**src/pkg/lds_regs.svh**
```systemverilog
`ifndef LDS_REGS_SVH
`define LDS_REGS_SVH

// ****************************************************************
// command byte codes that the slave acts on itself
// ****************************************************************
`define LDS_CMD_SHUTDOWN 8'h0c
`define LDS_CMD_FEATURE 8'h0e
`define LDS_CMD_SELF_ADDR 8'h2d
// command bytes with these top bits clear, except shutdown and feature, reach the mirror array
`define LDS_CMD_PAGE_MSB 7
`define LDS_CMD_PAGE_LSB 5
`define LDS_CMD_PAGE_ZERO 3'h0
`define LDS_CMD_IDX_MSB 4

// ****************************************************************
// shutdown register fields and codes
// ****************************************************************
`define LDS_KEEP_FEATURE_BIT 7
`define LDS_NORMAL_OPERATION_BIT 0
// value written internally when the hardware shutdown pin is low
`define LDS_SD_PIN_CODE 8'h00
`define LDS_SD_RESET 8'h00
`define LDS_FEATURE_RESET 8'h00
`define LDS_REG_RESET 8'h00

// ****************************************************************
// slave address layout
// ****************************************************************
// fixed upper five bits of the seven-bit slave address
`define LDS_ADDR_FIXED 5'h00
`define LDS_SEL_RESET 2'h0
`define LDS_RW_READ 1'b1

// ****************************************************************
// serial framing and buffering
// ****************************************************************
`define LDS_LAST_BIT 3'h7
`define LDS_BIT_ZERO 3'h0
`define LDS_FIFO_DEPTH 32
`define LDS_FIFO_WIDTH 16
`define LDS_ARRAY_WORDS 32
// fastest serial clock the slave is built for, in kHz
`define LDS_SCL_MAX_KHZ 3400

`endif

```
**src/rtl/lds_dummy_unused_guard.sv**
```systemverilog
`timescale 1ns/100ps

```
**src/pkg/lds_pkg.sv**
```systemverilog
package lds_pkg;

  // one-hot states of the serial engine
  typedef enum logic [9:0] {
    LDS_IDLE = 10'h001,
    LDS_ADDR = 10'h002,
    LDS_ADDR_ACK = 10'h004,
    LDS_CMD = 10'h008,
    LDS_CMD_ACK = 10'h010,
    LDS_WDATA = 10'h020,
    LDS_WDATA_ACK = 10'h040,
    LDS_RDATA = 10'h080,
    LDS_RDATA_ACK = 10'h100,
    LDS_IGNORE = 10'h200
  } lds_state_type;

  // one register write: command byte selects, data byte is stored
  typedef struct packed {
    logic [7:0] cmd;
    logic [7:0] data;
  } lds_wr_type;

  // filtered pin levels
  typedef struct packed {
    logic scl;
    logic sda;
    logic shutdown_n;
    logic seg_g;
    logic seg_f;
  } lds_pins_type;

endpackage

```
**src/rtl/lds_slave.sv**
```systemverilog
`timescale 1ns/100ps
// Function
// - slave on two-wire bus, serial clock up to 3.4 MHz.
// - data stable while clock high; changes then are bus conditions.
// - START is data fall with clock high, STOP data rise with clock high.
// - bytes of eight bits, one per clock, ninth bit acknowledges.
// - addressed receiver holds data low through acknowledge clock high phase.
// - read ends by master not acknowledging; slave releases data line.
// - write takes address then any number of acknowledged data bytes; bytes are refused once a stalled core fills the buffer.
// - read drives successive data bytes clocked by master clock.
// - STOP or repeated START ends a transfer; repeated START begins new address.
// - seven address bits compared in hardware, direction bit latched; acknowledge only on match.
// - after startup answer to all-zero seven-bit address.
// - two lowest address bits are device select, set by self-address.
// - last address bit: one reads, zero writes.
// - self-address takes select bits from segment G and F straps.
// - one self-address command updates all devices; reissue after power loss.
// - command byte after address selects register, most significant bit first.
// - reset clears registers to defaults, blanks display, enters shutdown.
// - shutdown pin low writes shutdown; shutdown persists until serial write.
// - serial shutdown write enters shutdown; digit registers keep contents.
// - entering or leaving shutdown clears feature unless keep bit set.
// - bit zero selects normal operation, bit seven keeps feature register.
`include "lds_regs.svh"

// ****************************************************************
// three-stage input filter
// ****************************************************************
module lds_sync #(
  parameter int W = 1,
  parameter logic [W-1:0] RST = '1
) (
  // clock and reset
  input wire logic clk,
  input wire logic srst,
  // raw and filtered levels
  input wire logic [W-1:0] raw,
  output logic [W-1:0] filt
);
  logic [W-1:0] s1_q;
  logic [W-1:0] s2_q;
  logic [W-1:0] s3_q;

  // first stage feeds only the second
  always_ff @(posedge clk)
  begin
    if (srst)
    begin
      s1_q <= RST;
      s2_q <= RST;
      s3_q <= RST;
    end
    else
    begin
      s1_q <= raw;
      s2_q <= s1_q;
      s3_q <= s2_q;
    end
  end

  // a change counts once stages two and three agree
  always_ff @(posedge clk)
  begin
    if (srst)
      filt <= RST;
    else
      filt <= (s2_q & s3_q) | (filt & (s2_q | s3_q));
  end
endmodule // lds_sync

// ****************************************************************
// write buffer
// ****************************************************************
module lds_fifo #(
  parameter int WIDTH = 16,
  parameter int DEPTH = 32
) (
  // clock and reset
  input wire logic clk,
  input wire logic srst,
  // filling side
  input wire logic s_valid,
  output logic s_ready,
  input wire logic [WIDTH-1:0] s_data,
  // draining side
  output logic m_valid,
  input wire logic m_ready,
  output logic [WIDTH-1:0] m_data
);
  localparam int AW = $clog2(DEPTH);
  logic [WIDTH-1:0] mem [DEPTH];
  logic [AW:0] wr_ptr_q;
  logic [AW:0] rd_ptr_q;
  logic push;
  logic pop;

  // extra pointer bit tells full from empty
  assign s_ready = (wr_ptr_q[AW] == rd_ptr_q[AW]) || (wr_ptr_q[AW-1:0] != rd_ptr_q[AW-1:0]);
  assign m_valid = wr_ptr_q != rd_ptr_q;
  assign m_data = mem[rd_ptr_q[AW-1:0]];
  assign push = s_valid && s_ready;
  assign pop = m_valid && m_ready;

  // storage
  always_ff @(posedge clk)
  begin
    if (push)
      mem[wr_ptr_q[AW-1:0]] <= s_data;
  end

  // pointers
  always_ff @(posedge clk)
  begin
    if (srst)
    begin
      wr_ptr_q <= '0;
      rd_ptr_q <= '0;
    end
    else
    begin
      if (push)
        wr_ptr_q <= wr_ptr_q + 1'b1;
      if (pop)
        rd_ptr_q <= rd_ptr_q + 1'b1;
    end
  end
endmodule // lds_fifo

// ****************************************************************
// serial slave with shutdown control
// ****************************************************************
module lds_slave (
  // clock and reset
  input wire logic clk,
  input wire logic srst,
  // serial bus, open drain data
  input wire logic scl_in,
  input wire logic sda_in,
  output logic sda_out,
  output logic sda_oe_n,
  // hardware shutdown pin and self-address straps
  input wire logic hardware_shutdown_pin_n,
  input wire logic segment_g_line,
  input wire logic segment_f_line,
  // register write stream to the display core
  output logic wr_valid,
  output lds_pkg::lds_wr_type wr_item,
  input wire logic wr_ready,
  // status
  output logic shutdown,
  output logic display_blank,
  output logic [7:0] feature,
  output logic [1:0] device_select
);
  lds_pkg::lds_pins_type pins;
  lds_pkg::lds_state_type state_q;
  logic scl_prev_q;
  logic sda_prev_q;
  logic scl_rise;
  logic scl_fall;
  logic start_det;
  logic stop_det;
  logic [2:0] bit_cnt_q;
  logic [7:0] rx_q;
  logic [7:0] rx_byte;
  logic [7:0] tx_q;
  logic [7:0] ptr_q;
  logic ack_q;
  logic ack_ph_q;
  logic rw_q;
  logic addr_match;
  logic fifo_s_valid;
  logic fifo_s_ready;
  logic fifo_m_valid;
  logic fifo_m_ready;
  lds_pkg::lds_wr_type fifo_s_data;
  lds_pkg::lds_wr_type fifo_m_data;
  logic [7:0] sd_reg_q;
  logic [7:0] feature_q;
  logic [1:0] sel_q;
  logic [7:0] regs_q [`LDS_ARRAY_WORDS];
  logic [7:0] read_byte;
  logic apply;
  logic [7:0] sd_new;
  logic sd_write;

  // ****************************************************************
  // pin filtering and bus conditions
  // ****************************************************************
  // clock is sampled like data; at the top rate the filter delay eats most of the low phase
  lds_sync #(
    .W(5),
    .RST(5'h1f)
  ) u_sync (
    .clk(clk),
    .srst(srst),
    .raw({scl_in, sda_in, hardware_shutdown_pin_n, segment_g_line, segment_f_line}),
    .filt(pins)
  );

  // previous filtered levels for edge finding
  always_ff @(posedge clk)
  begin
    if (srst)
    begin
      scl_prev_q <= 1'b1;
      sda_prev_q <= 1'b1;
    end
    else
    begin
      scl_prev_q <= pins.scl;
      sda_prev_q <= pins.sda;
    end
  end

  // data moving while clock is high is a condition, never a bit
  assign scl_rise = pins.scl && !scl_prev_q;
  assign scl_fall = !pins.scl && scl_prev_q;
  assign start_det = pins.scl && scl_prev_q && sda_prev_q && !pins.sda;
  assign stop_det = pins.scl && scl_prev_q && !sda_prev_q && pins.sda;

  // byte as it stands after the current rising edge
  assign rx_byte = {rx_q[6:0], pins.sda};
  // upper bits fixed at zero, low two from self-addressing
  assign addr_match = rx_byte[7:1] == {`LDS_ADDR_FIXED, sel_q};

  // ****************************************************************
  // serial engine
  // ****************************************************************
  // bits are taken on rising clock, acknowledge phases step on falling clock
  always_ff @(posedge clk)
  begin
    if (srst)
    begin
      state_q <= lds_pkg::LDS_IDLE;
      bit_cnt_q <= `LDS_BIT_ZERO;
      rx_q <= '0;
      tx_q <= '0;
      ptr_q <= '0;
      ack_q <= 1'b0;
      ack_ph_q <= 1'b0;
      rw_q <= 1'b0;
    end
    else if (start_det)
    begin
      // a repeated start also lands here, bus stays owned
      state_q <= lds_pkg::LDS_ADDR;
      bit_cnt_q <= `LDS_BIT_ZERO;
      ack_ph_q <= 1'b0;
    end
    else if (stop_det)
    begin
      state_q <= lds_pkg::LDS_IDLE;
    end
    else
    begin
      unique case (state_q)
        lds_pkg::LDS_IDLE, lds_pkg::LDS_IGNORE:
        begin
          bit_cnt_q <= `LDS_BIT_ZERO;
        end
        lds_pkg::LDS_ADDR, lds_pkg::LDS_CMD, lds_pkg::LDS_WDATA:
        begin
          if (scl_rise)
          begin
            // most significant bit first, eight clocks per byte
            rx_q <= rx_byte;
            bit_cnt_q <= bit_cnt_q + 1'b1;
            if (bit_cnt_q == `LDS_LAST_BIT)
            begin
              ack_ph_q <= 1'b0;
              if (state_q == lds_pkg::LDS_ADDR)
              begin
                rw_q <= rx_byte[0] == `LDS_RW_READ;
                if (addr_match)
                begin
                  state_q <= lds_pkg::LDS_ADDR_ACK;
                  ack_q <= 1'b1;
                end
                else
                  state_q <= lds_pkg::LDS_IGNORE;
              end
              else if (state_q == lds_pkg::LDS_CMD)
              begin
                ptr_q <= rx_byte;
                state_q <= lds_pkg::LDS_CMD_ACK;
                ack_q <= 1'b1;
              end
              else
              begin
                // a full buffer refuses the byte with no acknowledge
                state_q <= lds_pkg::LDS_WDATA_ACK;
                ack_q <= fifo_s_ready;
              end
            end
          end
        end
        lds_pkg::LDS_ADDR_ACK, lds_pkg::LDS_CMD_ACK, lds_pkg::LDS_WDATA_ACK:
        begin
          if (scl_fall)
          begin
            ack_ph_q <= !ack_ph_q;
            if (ack_ph_q)
            begin
              // end of the ninth clock
              bit_cnt_q <= `LDS_BIT_ZERO;
              if (!ack_q)
                state_q <= lds_pkg::LDS_IGNORE;
              else if (state_q == lds_pkg::LDS_ADDR_ACK && rw_q)
              begin
                state_q <= lds_pkg::LDS_RDATA;
                tx_q <= read_byte;
              end
              else if (state_q == lds_pkg::LDS_ADDR_ACK)
                state_q <= lds_pkg::LDS_CMD;
              else
                state_q <= lds_pkg::LDS_WDATA;
            end
          end
        end
        lds_pkg::LDS_RDATA:
        begin
          if (scl_rise)
          begin
            bit_cnt_q <= bit_cnt_q + 1'b1;
            if (bit_cnt_q == `LDS_LAST_BIT)
            begin
              state_q <= lds_pkg::LDS_RDATA_ACK;
              ack_ph_q <= 1'b0;
            end
          end
          if (scl_fall)
            tx_q <= {tx_q[6:0], 1'b0};
        end
        lds_pkg::LDS_RDATA_ACK:
        begin
          if (scl_rise)
            ack_q <= !pins.sda;
          if (scl_fall)
          begin
            ack_ph_q <= !ack_ph_q;
            if (ack_ph_q)
            begin
              bit_cnt_q <= `LDS_BIT_ZERO;
              if (ack_q)
              begin
                state_q <= lds_pkg::LDS_RDATA;
                tx_q <= read_byte;
              end
              else
                state_q <= lds_pkg::LDS_IGNORE;
            end
          end
        end
        default:
        begin
          state_q <= lds_pkg::LDS_IDLE;
        end
      endcase
    end
  end

  // ****************************************************************
  // data line drive
  // ****************************************************************
  // drive only low, and change the drive only while clock is low, except on a start or stop
  always_ff @(posedge clk)
  begin
    if (srst)
    begin
      sda_out <= 1'b0;
      sda_oe_n <= 1'b1;
    end
    else
    begin
      sda_out <= 1'b0;
      if (start_det || stop_det)
        sda_oe_n <= 1'b1;
      else if ((state_q == lds_pkg::LDS_ADDR_ACK || state_q == lds_pkg::LDS_CMD_ACK ||
                state_q == lds_pkg::LDS_WDATA_ACK) && ack_ph_q)
        sda_oe_n <= !ack_q;
      // the last bit stands until its clock falls; releasing it earlier would look like a stop
      else if (state_q == lds_pkg::LDS_RDATA || (state_q == lds_pkg::LDS_RDATA_ACK && !ack_ph_q))
        sda_oe_n <= tx_q[7];
      else
        sda_oe_n <= 1'b1;
    end
  end

  // ****************************************************************
  // write buffering
  // ****************************************************************
  // one entry per data byte, all aimed at the current command
  assign fifo_s_valid = state_q == lds_pkg::LDS_WDATA && scl_rise && bit_cnt_q == `LDS_LAST_BIT &&
                        !start_det && !stop_det;
  assign fifo_s_data = '{cmd: ptr_q, data: rx_byte};

  lds_fifo #(
    .WIDTH(`LDS_FIFO_WIDTH),
    .DEPTH(`LDS_FIFO_DEPTH)
  ) u_fifo (
    .clk(clk),
    .srst(srst),
    .s_valid(fifo_s_valid),
    .s_ready(fifo_s_ready),
    .s_data(fifo_s_data),
    .m_valid(fifo_m_valid),
    .m_ready(fifo_m_ready),
    .m_data(fifo_m_data)
  );

  // output stage; a stalled core fills the buffer and then bytes are refused
  assign fifo_m_ready = !wr_valid || wr_ready;
  assign apply = fifo_m_valid && fifo_m_ready;

  always_ff @(posedge clk)
  begin
    if (srst)
    begin
      wr_valid <= 1'b0;
      wr_item <= '0;
    end
    else if (fifo_m_ready)
    begin
      wr_valid <= fifo_m_valid;
      // an empty buffer shows unwritten storage, so keep the last item instead
      if (fifo_m_valid)
        wr_item <= fifo_m_data;
    end
  end

  // ****************************************************************
  // local registers
  // ****************************************************************
  // pin low acts as a shutdown write each cycle and wins over a serial one
  assign sd_write = !pins.shutdown_n || (apply && fifo_m_data.cmd == `LDS_CMD_SHUTDOWN);
  assign sd_new = !pins.shutdown_n ? `LDS_SD_PIN_CODE : fifo_m_data.data;

  // shutdown register; reset leaves the device shut down
  always_ff @(posedge clk)
  begin
    if (srst)
      sd_reg_q <= `LDS_SD_RESET;
    else if (sd_write)
      sd_reg_q <= sd_new;
  end

  // feature register cleared on a mode change unless the keep bit is set
  always_ff @(posedge clk)
  begin
    if (srst)
      feature_q <= `LDS_FEATURE_RESET;
    else if (sd_write && (sd_new[`LDS_NORMAL_OPERATION_BIT] != sd_reg_q[`LDS_NORMAL_OPERATION_BIT]) &&
             !sd_new[`LDS_KEEP_FEATURE_BIT])
      feature_q <= `LDS_FEATURE_RESET;
    else if (apply && fifo_m_data.cmd == `LDS_CMD_FEATURE)
      feature_q <= fifo_m_data.data;
  end

  // straps read straight from the filter, no key debounce in the path
  always_ff @(posedge clk)
  begin
    if (srst)
      sel_q <= `LDS_SEL_RESET;
    else if (apply && fifo_m_data.cmd == `LDS_CMD_SELF_ADDR)
      sel_q <= {pins.seg_f, pins.seg_g};
  end

  // mirror of the remaining registers; shutdown never touches digit contents
  always_ff @(posedge clk)
  begin
    if (srst)
    begin
      for (int i = 0; i < `LDS_ARRAY_WORDS; i++)
        regs_q[i] <= `LDS_REG_RESET;
    end
    else if (apply && fifo_m_data.cmd[`LDS_CMD_PAGE_MSB:`LDS_CMD_PAGE_LSB] == `LDS_CMD_PAGE_ZERO &&
             fifo_m_data.cmd != `LDS_CMD_SHUTDOWN && fifo_m_data.cmd != `LDS_CMD_FEATURE)
      regs_q[fifo_m_data.cmd[`LDS_CMD_IDX_MSB:0]] <= fifo_m_data.data;
  end

  // read source follows the last command byte; unmapped pages read zero
  always_comb
  begin
    if (ptr_q == `LDS_CMD_SHUTDOWN)
      read_byte = sd_reg_q;
    else if (ptr_q == `LDS_CMD_FEATURE)
      read_byte = feature_q;
    else if (ptr_q[`LDS_CMD_PAGE_MSB:`LDS_CMD_PAGE_LSB] == `LDS_CMD_PAGE_ZERO)
      read_byte = regs_q[ptr_q[`LDS_CMD_IDX_MSB:0]];
    else
      read_byte = `LDS_REG_RESET;
  end

  // ****************************************************************
  // status outputs
  // ****************************************************************
  // display is blank whenever shut down
  always_ff @(posedge clk)
  begin
    if (srst)
    begin
      shutdown <= 1'b1;
      display_blank <= 1'b1;
      feature <= `LDS_FEATURE_RESET;
      device_select <= `LDS_SEL_RESET;
    end
    else
    begin
      shutdown <= !sd_reg_q[`LDS_NORMAL_OPERATION_BIT];
      display_blank <= !sd_reg_q[`LDS_NORMAL_OPERATION_BIT];
      feature <= feature_q;
      device_select <= sel_q;
    end
  end
endmodule // lds_slave

```
**config.mk**
```make
export PLATFORM = sky130hd
export DESIGN_NAME = lds_slave
export DESIGN_NICKNAME = d
export VERILOG_FILES = /design/src/rtl/lds_dummy_unused_guard.sv /design/src/pkg/lds_pkg.sv /design/src/rtl/lds_slave.sv
export VERILOG_INCLUDE_DIRS = /design/src /design/src/pkg
export SDC_FILE = /design/constraint.sdc
export NUM_CORES = 1
export LEC_CHECK = 0
export BUFFER_PORTS_ARGS = -buffer_cell sky130_fd_sc_hd__buf_2
export CORE_MARGIN = 8
export CORE_UTILIZATION = 57
export DETAILED_ROUTE_END_ITERATION = 16
export PLACE_DENSITY = 0.75
export SLEW_MARGIN = 40
export SYNTH_ARGS = -nofsm -noshare
export SYNTH_HDL_FRONTEND = slang
export SYNTH_SLANG_ARGS = --single-unit
```
**constraint.sdc**
```tcl
create_clock -name clk -period 3.58 [get_ports clk]
set_input_delay 0.716 -clock clk [delete_from_list [all_inputs] [get_ports clk]]
set_output_delay 0.716 -clock clk [all_outputs]
set_load 0.005 [all_outputs]
```
==> impl_summary.md, run 1 <==
Critical path
STA classifies the critical path endpoint as a register. The worst setup path is launched from a register. The flop-to-flop setup slack is about 130 ps. The type of the worst setup path is reg2reg. The destination of the worst register-to-register timing path is regs_q[1][5]$_SDFFCE_PN0P_. The number of cell instances on the worst register-to-register path is 10. The maximum fanout along the worst path is 14. STA puts the critical path data arrival time at around 3800 ps. For the worst setup path, the data required time is 3880 ps.

Yosys
The number of instances in the synthesized netlist is 2191. The most used flip-flop cell after synthesis is edfxtp_1. The sequential cell area fraction in the yosys report is between 70% and 80%. Counting flops with an async set or reset pin after synthesis yields a share of 0%. The dominant cell type by area after synthesis is edfxtp_1. In this run the mean area of a mapped cell was between 15 and 20 um2. The number of enable-type register cells in the synthesized netlist is ~770.

In the post-synthesis netlist, the biggest area contributors are edfxtp_1, mux4_2, dfxtp_1. In this run the biggest area consumer among cell types represents around 64% of the synthesized area. The synthesized design contains 898 register bits. The count of yosys warnings during synthesis is 0.

The number of distinct library cells after synthesis is between 50 and 60. The area of the mapped netlist is 35970 um2.

STA
Derived from the worst setup path, the maximum achievable clock frequency is ~290 MHz. The final setup violation count is 0. In this run the tightest slew margin relative to its limit is 43.86%. The clock skew after layout is ~40 ps. For the pin with the worst max-slew slack, the measured transition is 835.6 ps. The count of final hold-check violations is 0. The share of the clock period used by the worst path is ~96%. After layout, the minimum clock period comes to roughly 3500 ps. The max-slew violation count came to 0. Setup repair after global routing left no endpoint under its margin.

Run
The number of max-cap violations is 0.

Placement
In this run the cell area measured after placement is between 30000 and 40000 um2. After legalization and detailed placement, the total HPWL measured between 50 and 60 mm. The count of input and output buffers is 37. The congestion estimate from routability-driven global placement came to between 0.8 and 0.9.

The cell total after placement is roughly 3100.

CTS
The latest clock arrival within the worst-skew pair is 650 ps. TritonCTS created a little under 90 clock buffers. After clock tree synthesis, the clock-pin slew on the worst setup and hold paths is ~60 ps. The CTS tree is yes. The maximum number of buffers from clock root to sink is 3. CTS placed an instance of clkbuf_16 at the clock tree root. The clock tree synthesis step divided the H-tree into 3 levels. Clock tree synthesis found a total of 898 sinks.

Hold path
The worst min-delay path class is in2reg. The worst hold path terminates at u_sync.s1_q[3]$_SDFF_PP1_. The startpoint identified for the worst hold timing path is sda_in. Along the worst hold path, the cell count comes to 2.

Floorplan
The x dimension of the die is between 200 and 300 um. The site row count is just over 90. The height of the chip is about 270 um. The die footprint is 71410 um2. The total area inside the core boundary comes to ~63000 um2.

39 I/O pins were placed. The initial utilization of the core area, before any placement, comes to a little under three fifths.

Detailed routing
The antenna violation net count after detailed routing is 0. For this run, the detailed router's first-pass iteration total came to 5. In this run, the number of DRC markers left after iteration 0 of detailed routing was roughly 2600. The routed design has just under 90 mm of wire. The per-cell via count in the routed design is roughly 6.3.

The count of vias placed by the detailed router is 20770. For this run, design rule violations remaining after detail routing come to 0. Dividing the detail-routed wire length by the instance count gives 26.64 um.

Finish
The leading cell type in the layout, fill and taps excluded is edfxtp_1. After the last flow step, the layout net total stands at 2402. The filler cells instantiated in the layout total between 4000 and 5000. Relative to the synthesized area, the layout overhead comes to 16.14%. Summing all non-filler instances in the final layout gives an area of 41780 um2.

Of the cells placed in the final design, the portion with a size suffix greater than 1 is 26.45%. The number of antenna diodes is 0. The top cell types in the final layout, fill and taps aside, are edfxtp_1, nor2_1, mux4_2. The number of standard cells in the layout, taps in and fillers out is roughly 3300.

Power and ir drop
For this design the total switching power over the nets is between 4000 and 5000 uW. Net switching is between 20 and 25% of the power. The power share of the clock group is between 40% and 50%. The internal power summed over all cells is 17360 uW.

IR analysis of the VDD net gives a maximum drop of about 390 uV. The part of the power in combinational logic is approximately 6.7%. The power share of the sequential group is approximately half.

Summed over all cells, the static leakage comes to around 0.014 uW. Dividing total power by cell area gives a power density of roughly 530 nW/um2.

Global routing
Global routing used between 20% and 30% of the available tracks. The number of antenna violations at the first check in global routing is 0. The remaining global-route overflow is 0.

The pin count of the biggest net entering global routing is 72. The first global-routing pass estimated roughly 130 mm of wire. The via count of the first global-routing pass was ~21000.

Run status
The run finished with clean final reports.
==> power by group through the flow <==
stage / clock network, uW / registers (uW) / logic, uW
finish: 9310 / 11500 / 1490
global route: 9780 / 11500 / 1570
CTS: 9400 / 11500 / 1490
detailed placement: 0 / 11700 / 1470
global placement: 0 / 11700 / 1450
floorplan: 0 / 11700 / 867
==> flip-flops by register name (all words and copies together), names as in the netlist, 2 cells and up, named ones only <==
| name | cells |
|---|---|
| u_fifo.mem | 512 |
| u_sync.s2_q | 5 |
| feature_q | 8 |
| u_sync.s3_q | 5 |
| u_fifo.wr_ptr_q | 6 |
| feature | 8 |
| sd_reg_q | 8 |
| sel_q | 2 |
| wr_item | 16 |
| rx_q | 7 |
| ptr_q | 8 |
| regs_q | 256 |
| u_sync.s1_q | 5 |
| bit_cnt_q | 3 |
| tx_q | 8 |
| u_sync.filt | 5 |
| state_q | 10 |
| u_fifo.rd_ptr_q | 6 |
| device_select | 2 |
==> synthesized netlist by cell type, drive strengths merged, types with 2 or more instances <==
library cell  number
edfxtp           768
nor2             374
mux4             195
dfxtp            130
nand2            122
mux2i            109
clkbuf            84
buf               45
a21oi             42
o21ai             30
nand3             27
nor2b             26
a22oi             22
inv               22
nor3              22
or2               22
a211oi            16
nand4             15
xor2              12
and3              10
xnor2             10
o22ai              9
mux2               8
ha                 7
nand2b             6
o211ai             6
a221oi             5
and2               5
and4               5
a31oi              4
a311o              3
nand3b             3
nor4               3
or3                3
a2111oi            2
a21o               2
nor3b              2
o2111ai            2
==> per-layer routing <==
layer	global-route usage, %	up-vias	share of wire, %
li1	-	8800	-
met1	33.46	10470	38
met2	40.05	1298	48
met3	4.764	198	11
met4	9.190	0	3.4
met5	0	-	0
==> how the worst max path moves through the flow <==
stage,startpoint,to,cells after the start
floorplan,register,regs_q[0][0]$_SDFFCE_PN0P_,9
global placement,register,regs_q[5][3]$_SDFFCE_PN0P_,10
detailed placement,register,regs_q[20][6]$_SDFFCE_PN0P_,8
CTS,register,regs_q[7][6]$_SDFFCE_PN0P_,8
global route,register,regs_q[3][4]$_SDFFCE_PN0P_,12
finish,register,regs_q[1][5]$_SDFFCE_PN0P_,10
==> kinds of logic (layout without fill, tap and decap cells) <==
| group | after synthesis | in the layout | synth area share, % |
|---|---|---|---|
| muxes | 312 | 312 | 15.49 |
| other | 1 | 17 | 0.01042 |
| buffers and inverters | 151 | 405 | 1.722 |
| xor gates and xnor gates | 22 | 22 | 0.5356 |
| AOI/OAI and AO/OA | 149 | 149 | 2.727 |
| adders and majority gates | 7 | 7 | 0.2435 |
| and+or+nand+nor | 651 | 651 | 7.927 |
| DFF | 898 | 898 | 71.34 |
==> metrics by stage <==
step / power [uW] / hold slack [ps] / setup WS [ps] / setup TNS [ps] / utilization (%)
after floorplan: 12530 / 384.8 / 95.66 / 0 / -
after global placement: 13150 / 402.7 / 59.16 / 0 / 61.72
after detailed placement: 13180 / 399.9 / -19.31 / -160.6 / 61.73
after CTS: 22370 / 250.3 / 16.47 / 0 / 66.48
after global routing: 22860 / 264.0 / 1.059 / 0 / 66.60
final: 22280 / 276.2 / 126.1 / 0 / 66.60
==> repair_timing <==
| action | CTS | global route |
|---|---|---|
| hold buffers | 0 | 0 |
| endpoints found under the setup margin | 98 | 199 |
| setup buffers | 0 | 7 |
| gates resized for setup | 11 | 9 |
| gates cloned | 0 | 0 |
==> cell type report <==
type,instances,area (um2),area share [%]
clock buffer,109,2396,5.735
clock inverter,55,548.0,1.312
inverter,22,82.58,0.1977
multi-input combinational,1158,9970,23.86
sequential,898,25680,61.46
tap,846,1059,2.534
timing repair buffer,219,2046,4.896
==> critical path, stage by stage (launching register included) <==
cell	delay, ps
dfxtp_4	480
buf_6	240
mux4_2	540
o211ai_1	260
and4_1	250
nand3_1	290
buf_4	260
nor3_4	210
buf_12	180
nand2_2	70
nand2_1	290
No activity file was read; power rests on OpenSTA's default activity.
==> inputs of run 2 (changes only) <==
- CORE_UTILIZATION: 57 -> 53
- CTS_BUF_LIST: default -> sky130_fd_sc_hd__clkbuf_8 sky130_fd_sc_hd__clkbuf_16
- PLACE_DENSITY: 0.75 -> 0.7
==> run 2 against run 1 <==
Compared with the run above:
- register-to-register slack worse by 50 ps
- sequential share of layout area is 0.28 points higher
- die area is 7.1% higher
- non-clock buffer count is 10 lower
- via count is 2.2% lower
- worst hold slack worse by 12 ps
- cell count is 0.45% higher
==> impl_summary.md, run 2 (synthesis results as in run 1) <==
Global routing
The via count of the first global-routing pass is 20410. The number of antenna violations at the first check in global routing is 1. The pin count of the biggest net entering global routing is 52. The total overflow left after global routing is 0. The wire length of the first global-routing pass is approximately 130 mm. For this run, the total global-route usage over all layers was measured as between 20% and 30%.

STA
After layout, the worst path uses 97.89% of the clock period. The count of final hold-check violations is 0. The clock arrives with between 30 and 40 ps of skew. The post-route worst setup slack is roughly 75 ps.

The slew at the pin closest to its max-slew limit is 732.6 ps. Setup repair after global routing could not meet its margin everywhere. The max-slew violation count is 0.

In this run the tightest slew margin relative to its limit is between 50 and 60%. After layout, the minimum clock period comes to ~3500 ps. The highest attainable clock frequency is around 290 MHz. The worst-case hold slack is 264.3 ps.

The final setup violation count is 0.

CTS
The total number of clock tree sinks is 898. The clock slew seen by the registers of the worst setup and hold paths is ~60 ps. Post-CTS timing repair inserted 0 buffers for setup. The CTS tree is yes.

The latest clock arrival within the worst-skew pair is 660 ps. Hold repair after CTS inserted 0 buffers. The clock passes through at most 3 buffers. The depth of the CTS H-tree is 3. The total clock buffers created by CTS is 90.

The quantity of gates resized following cts is 0. The clock root buffer master is clkbuf_16.

Power and ir drop
Net switching is between 20 and 25% of the power. The clock network accounts for 41.4% of the total power. Per report_power, the combinational group accounts for ~6.6% of the total. In this run the power density over the cells is approximately 530 nW/um2.

The internal power summed over all cells is 17190 uW. The reported leakage power is around 0.014 uW. The maximum vdd drop is 366.7 uV. The analysis attributes to net switching a power of between 4000 and 5000 uW.

The power share of the sequential group is 52.0%.

Critical path
The number of cells on the worst reg-to-reg path is 10. The destination of the worst register-to-register timing path is regs_q[0][1]$_SDFFCE_PN0P_. Setup slack on the worst reg-to-reg path comes out at between 70 and 80 ps. Along the worst path, the maximum fanout reaches 33.

The slowest stage of the critical path is the mux4_2 cell. Data on the critical path arrives at its endpoint at 3820 ps. The worst setup path is captured at a register.

On the critical path the largest part of the delay comes from multiplexers. Walking the worst path, the cells encountered are buf_12, mux4_2, mux4_2, mux2i_1, buf_4, nand2b_1, a2111oi_4, buf_12, nand2_1, nand2_1. STA classifies the critical path startpoint as a register.

The number of buffers and inverters on the critical path is 3. The stage delay of the slowest cell on the critical path is 550 ps. The endpoint required time on the critical path is ~3900 ps. The type of the worst setup path is reg2reg.

Detailed routing
The per-cell via count in the routed design is roughly 6. The count of vias placed by the detailed router is 20310. The initial detailed-routing violation count is approximately 2500. After detailed routing, the average wire length per cell comes to between 20 and 30 um. The routed wire length is around 87 mm. The antenna violation net count after detailed routing is 0. The first TritonRoute pass finished after 6 iterations. After detailed routing, the number of remaining DRC violations is 0.

Placement
After detailed placement, the design holds a cell count of ~3200. The count of input and output buffers is 37. OpenSTA, run right after detailed placement, puts the worst setup slack at -42.12 ps. The placer's final routability congestion estimate is about 0.9. Once detailed placement completed, the half-perimeter wirelength came to 55.42 mm.

Floorplan
The site row count is 95. The x dimension of the die is around 280 um. In this run the standard cell core region covers about 67000 um2.

The number of top-level pins is 39. For this configuration, the core starts out at a cell density of 53.56%. The die covers ~76000 um2.

The height of the chip is between 200 and 300 um.

Hold path
The worst min-delay path class is in2reg. For hold timing, the worst endpoint is u_sync.s1_q[3]$_SDFF_PP1_. The number of stages on the worst hold path is 2. The startpoint identified for the worst hold timing path is sda_in.

Finish
The share of cells above drive strength 1 is 25.97%. The number of antenna diodes is 0. The number of flip-flops in the largest register is 512. The growth of design area from synthesis to finish is 15.62%. Leaving out fill and tap cells, the most frequent cell in the layout is edfxtp_1. The top cell types in the final layout, fill and taps aside, are edfxtp_1, nor2_1, mux4_2. The number of standard cells in the layout, taps in and fillers out is approximately 3300. In the final design database the tool counted between 2000 and 2500 nets.

Run
The number of max-cap violations is 0.

Run status
The flow ran to the end, and the final reports show no timing, DRC or antenna violations.
run 2: power groups by stage:
stage / clock [uW] / sequential [uW] / combinational (uW)
final: 9170 / 11500 / 1460
after global routing: 9710 / 11500 / 1550
after CTS: 9290 / 11500 / 1460
after detailed placement: 0 / 11700 / 1450
after global placement: 0 / 11700 / 1430
after floorplan: 0 / 11700 / 867
run 2: metrics by stage:
step | util [%] | setup TNS (ps) | area [um2] | total power [uW]
floorplan | - | 0 | 36050 | 12530
global placement | 57.57 | -79.07 | 38670 | 13150
global route | 61.93 | -1152 | 41590 | 22770
CTS | 61.88 | -3683 | 41560 | 22240
detailed placement | 57.57 | -1746 | 38670 | 13170
finish | 61.93 | 0 | 41590 | 22130
run 2: how the worst max path moves through the flow:
stage / end / slack [ps] / cells after the start
after floorplan: regs_q[0][0]$_SDFFCE_PN0P_ / 100 / 9
after global placement: regs_q[5][1]$_SDFFCE_PN0P_ / -8 / 11
after detailed placement: regs_q[5][1]$_SDFFCE_PN0P_ / -40 / 11
after CTS: regs_q[20][2]$_SDFFCE_PN0P_ / -70 / 11
after global routing: regs_q[0][1]$_SDFFCE_PN0P_ / -50 / 10
final: regs_q[0][1]$_SDFFCE_PN0P_ / 80 / 10
run 2: layer usage:
metal	vias up	global-route usage (%)	routed length, um
li1	8751	-	-
met1	10370	30.87	34930
met2	1046	36.59	41900
met3	144	3.656	7283
met4	0	6.931	2479
met5	-	0	0
run 2: worst reg2reg max path, cell delays in order, from the launching register on:
cell       delay, ps
dfxtp_4          420
buf_12           270
mux4_2           580
mux4_2           490
mux2i_1          170
buf_4            190
nand2b_1         100
a2111oi_4        380
buf_12           190
nand2_1          110
nand2_1          280
run 2: cell type report:
type,count,area (um2)
multi-input cells,1158,9978
clock buffers,91,2266
inverters,22,82.58
repair buffers,209,1867
fillers,4671,25560
well taps,873,1092
flip-flops and latches,898,25680
clock inverters,71,625.6
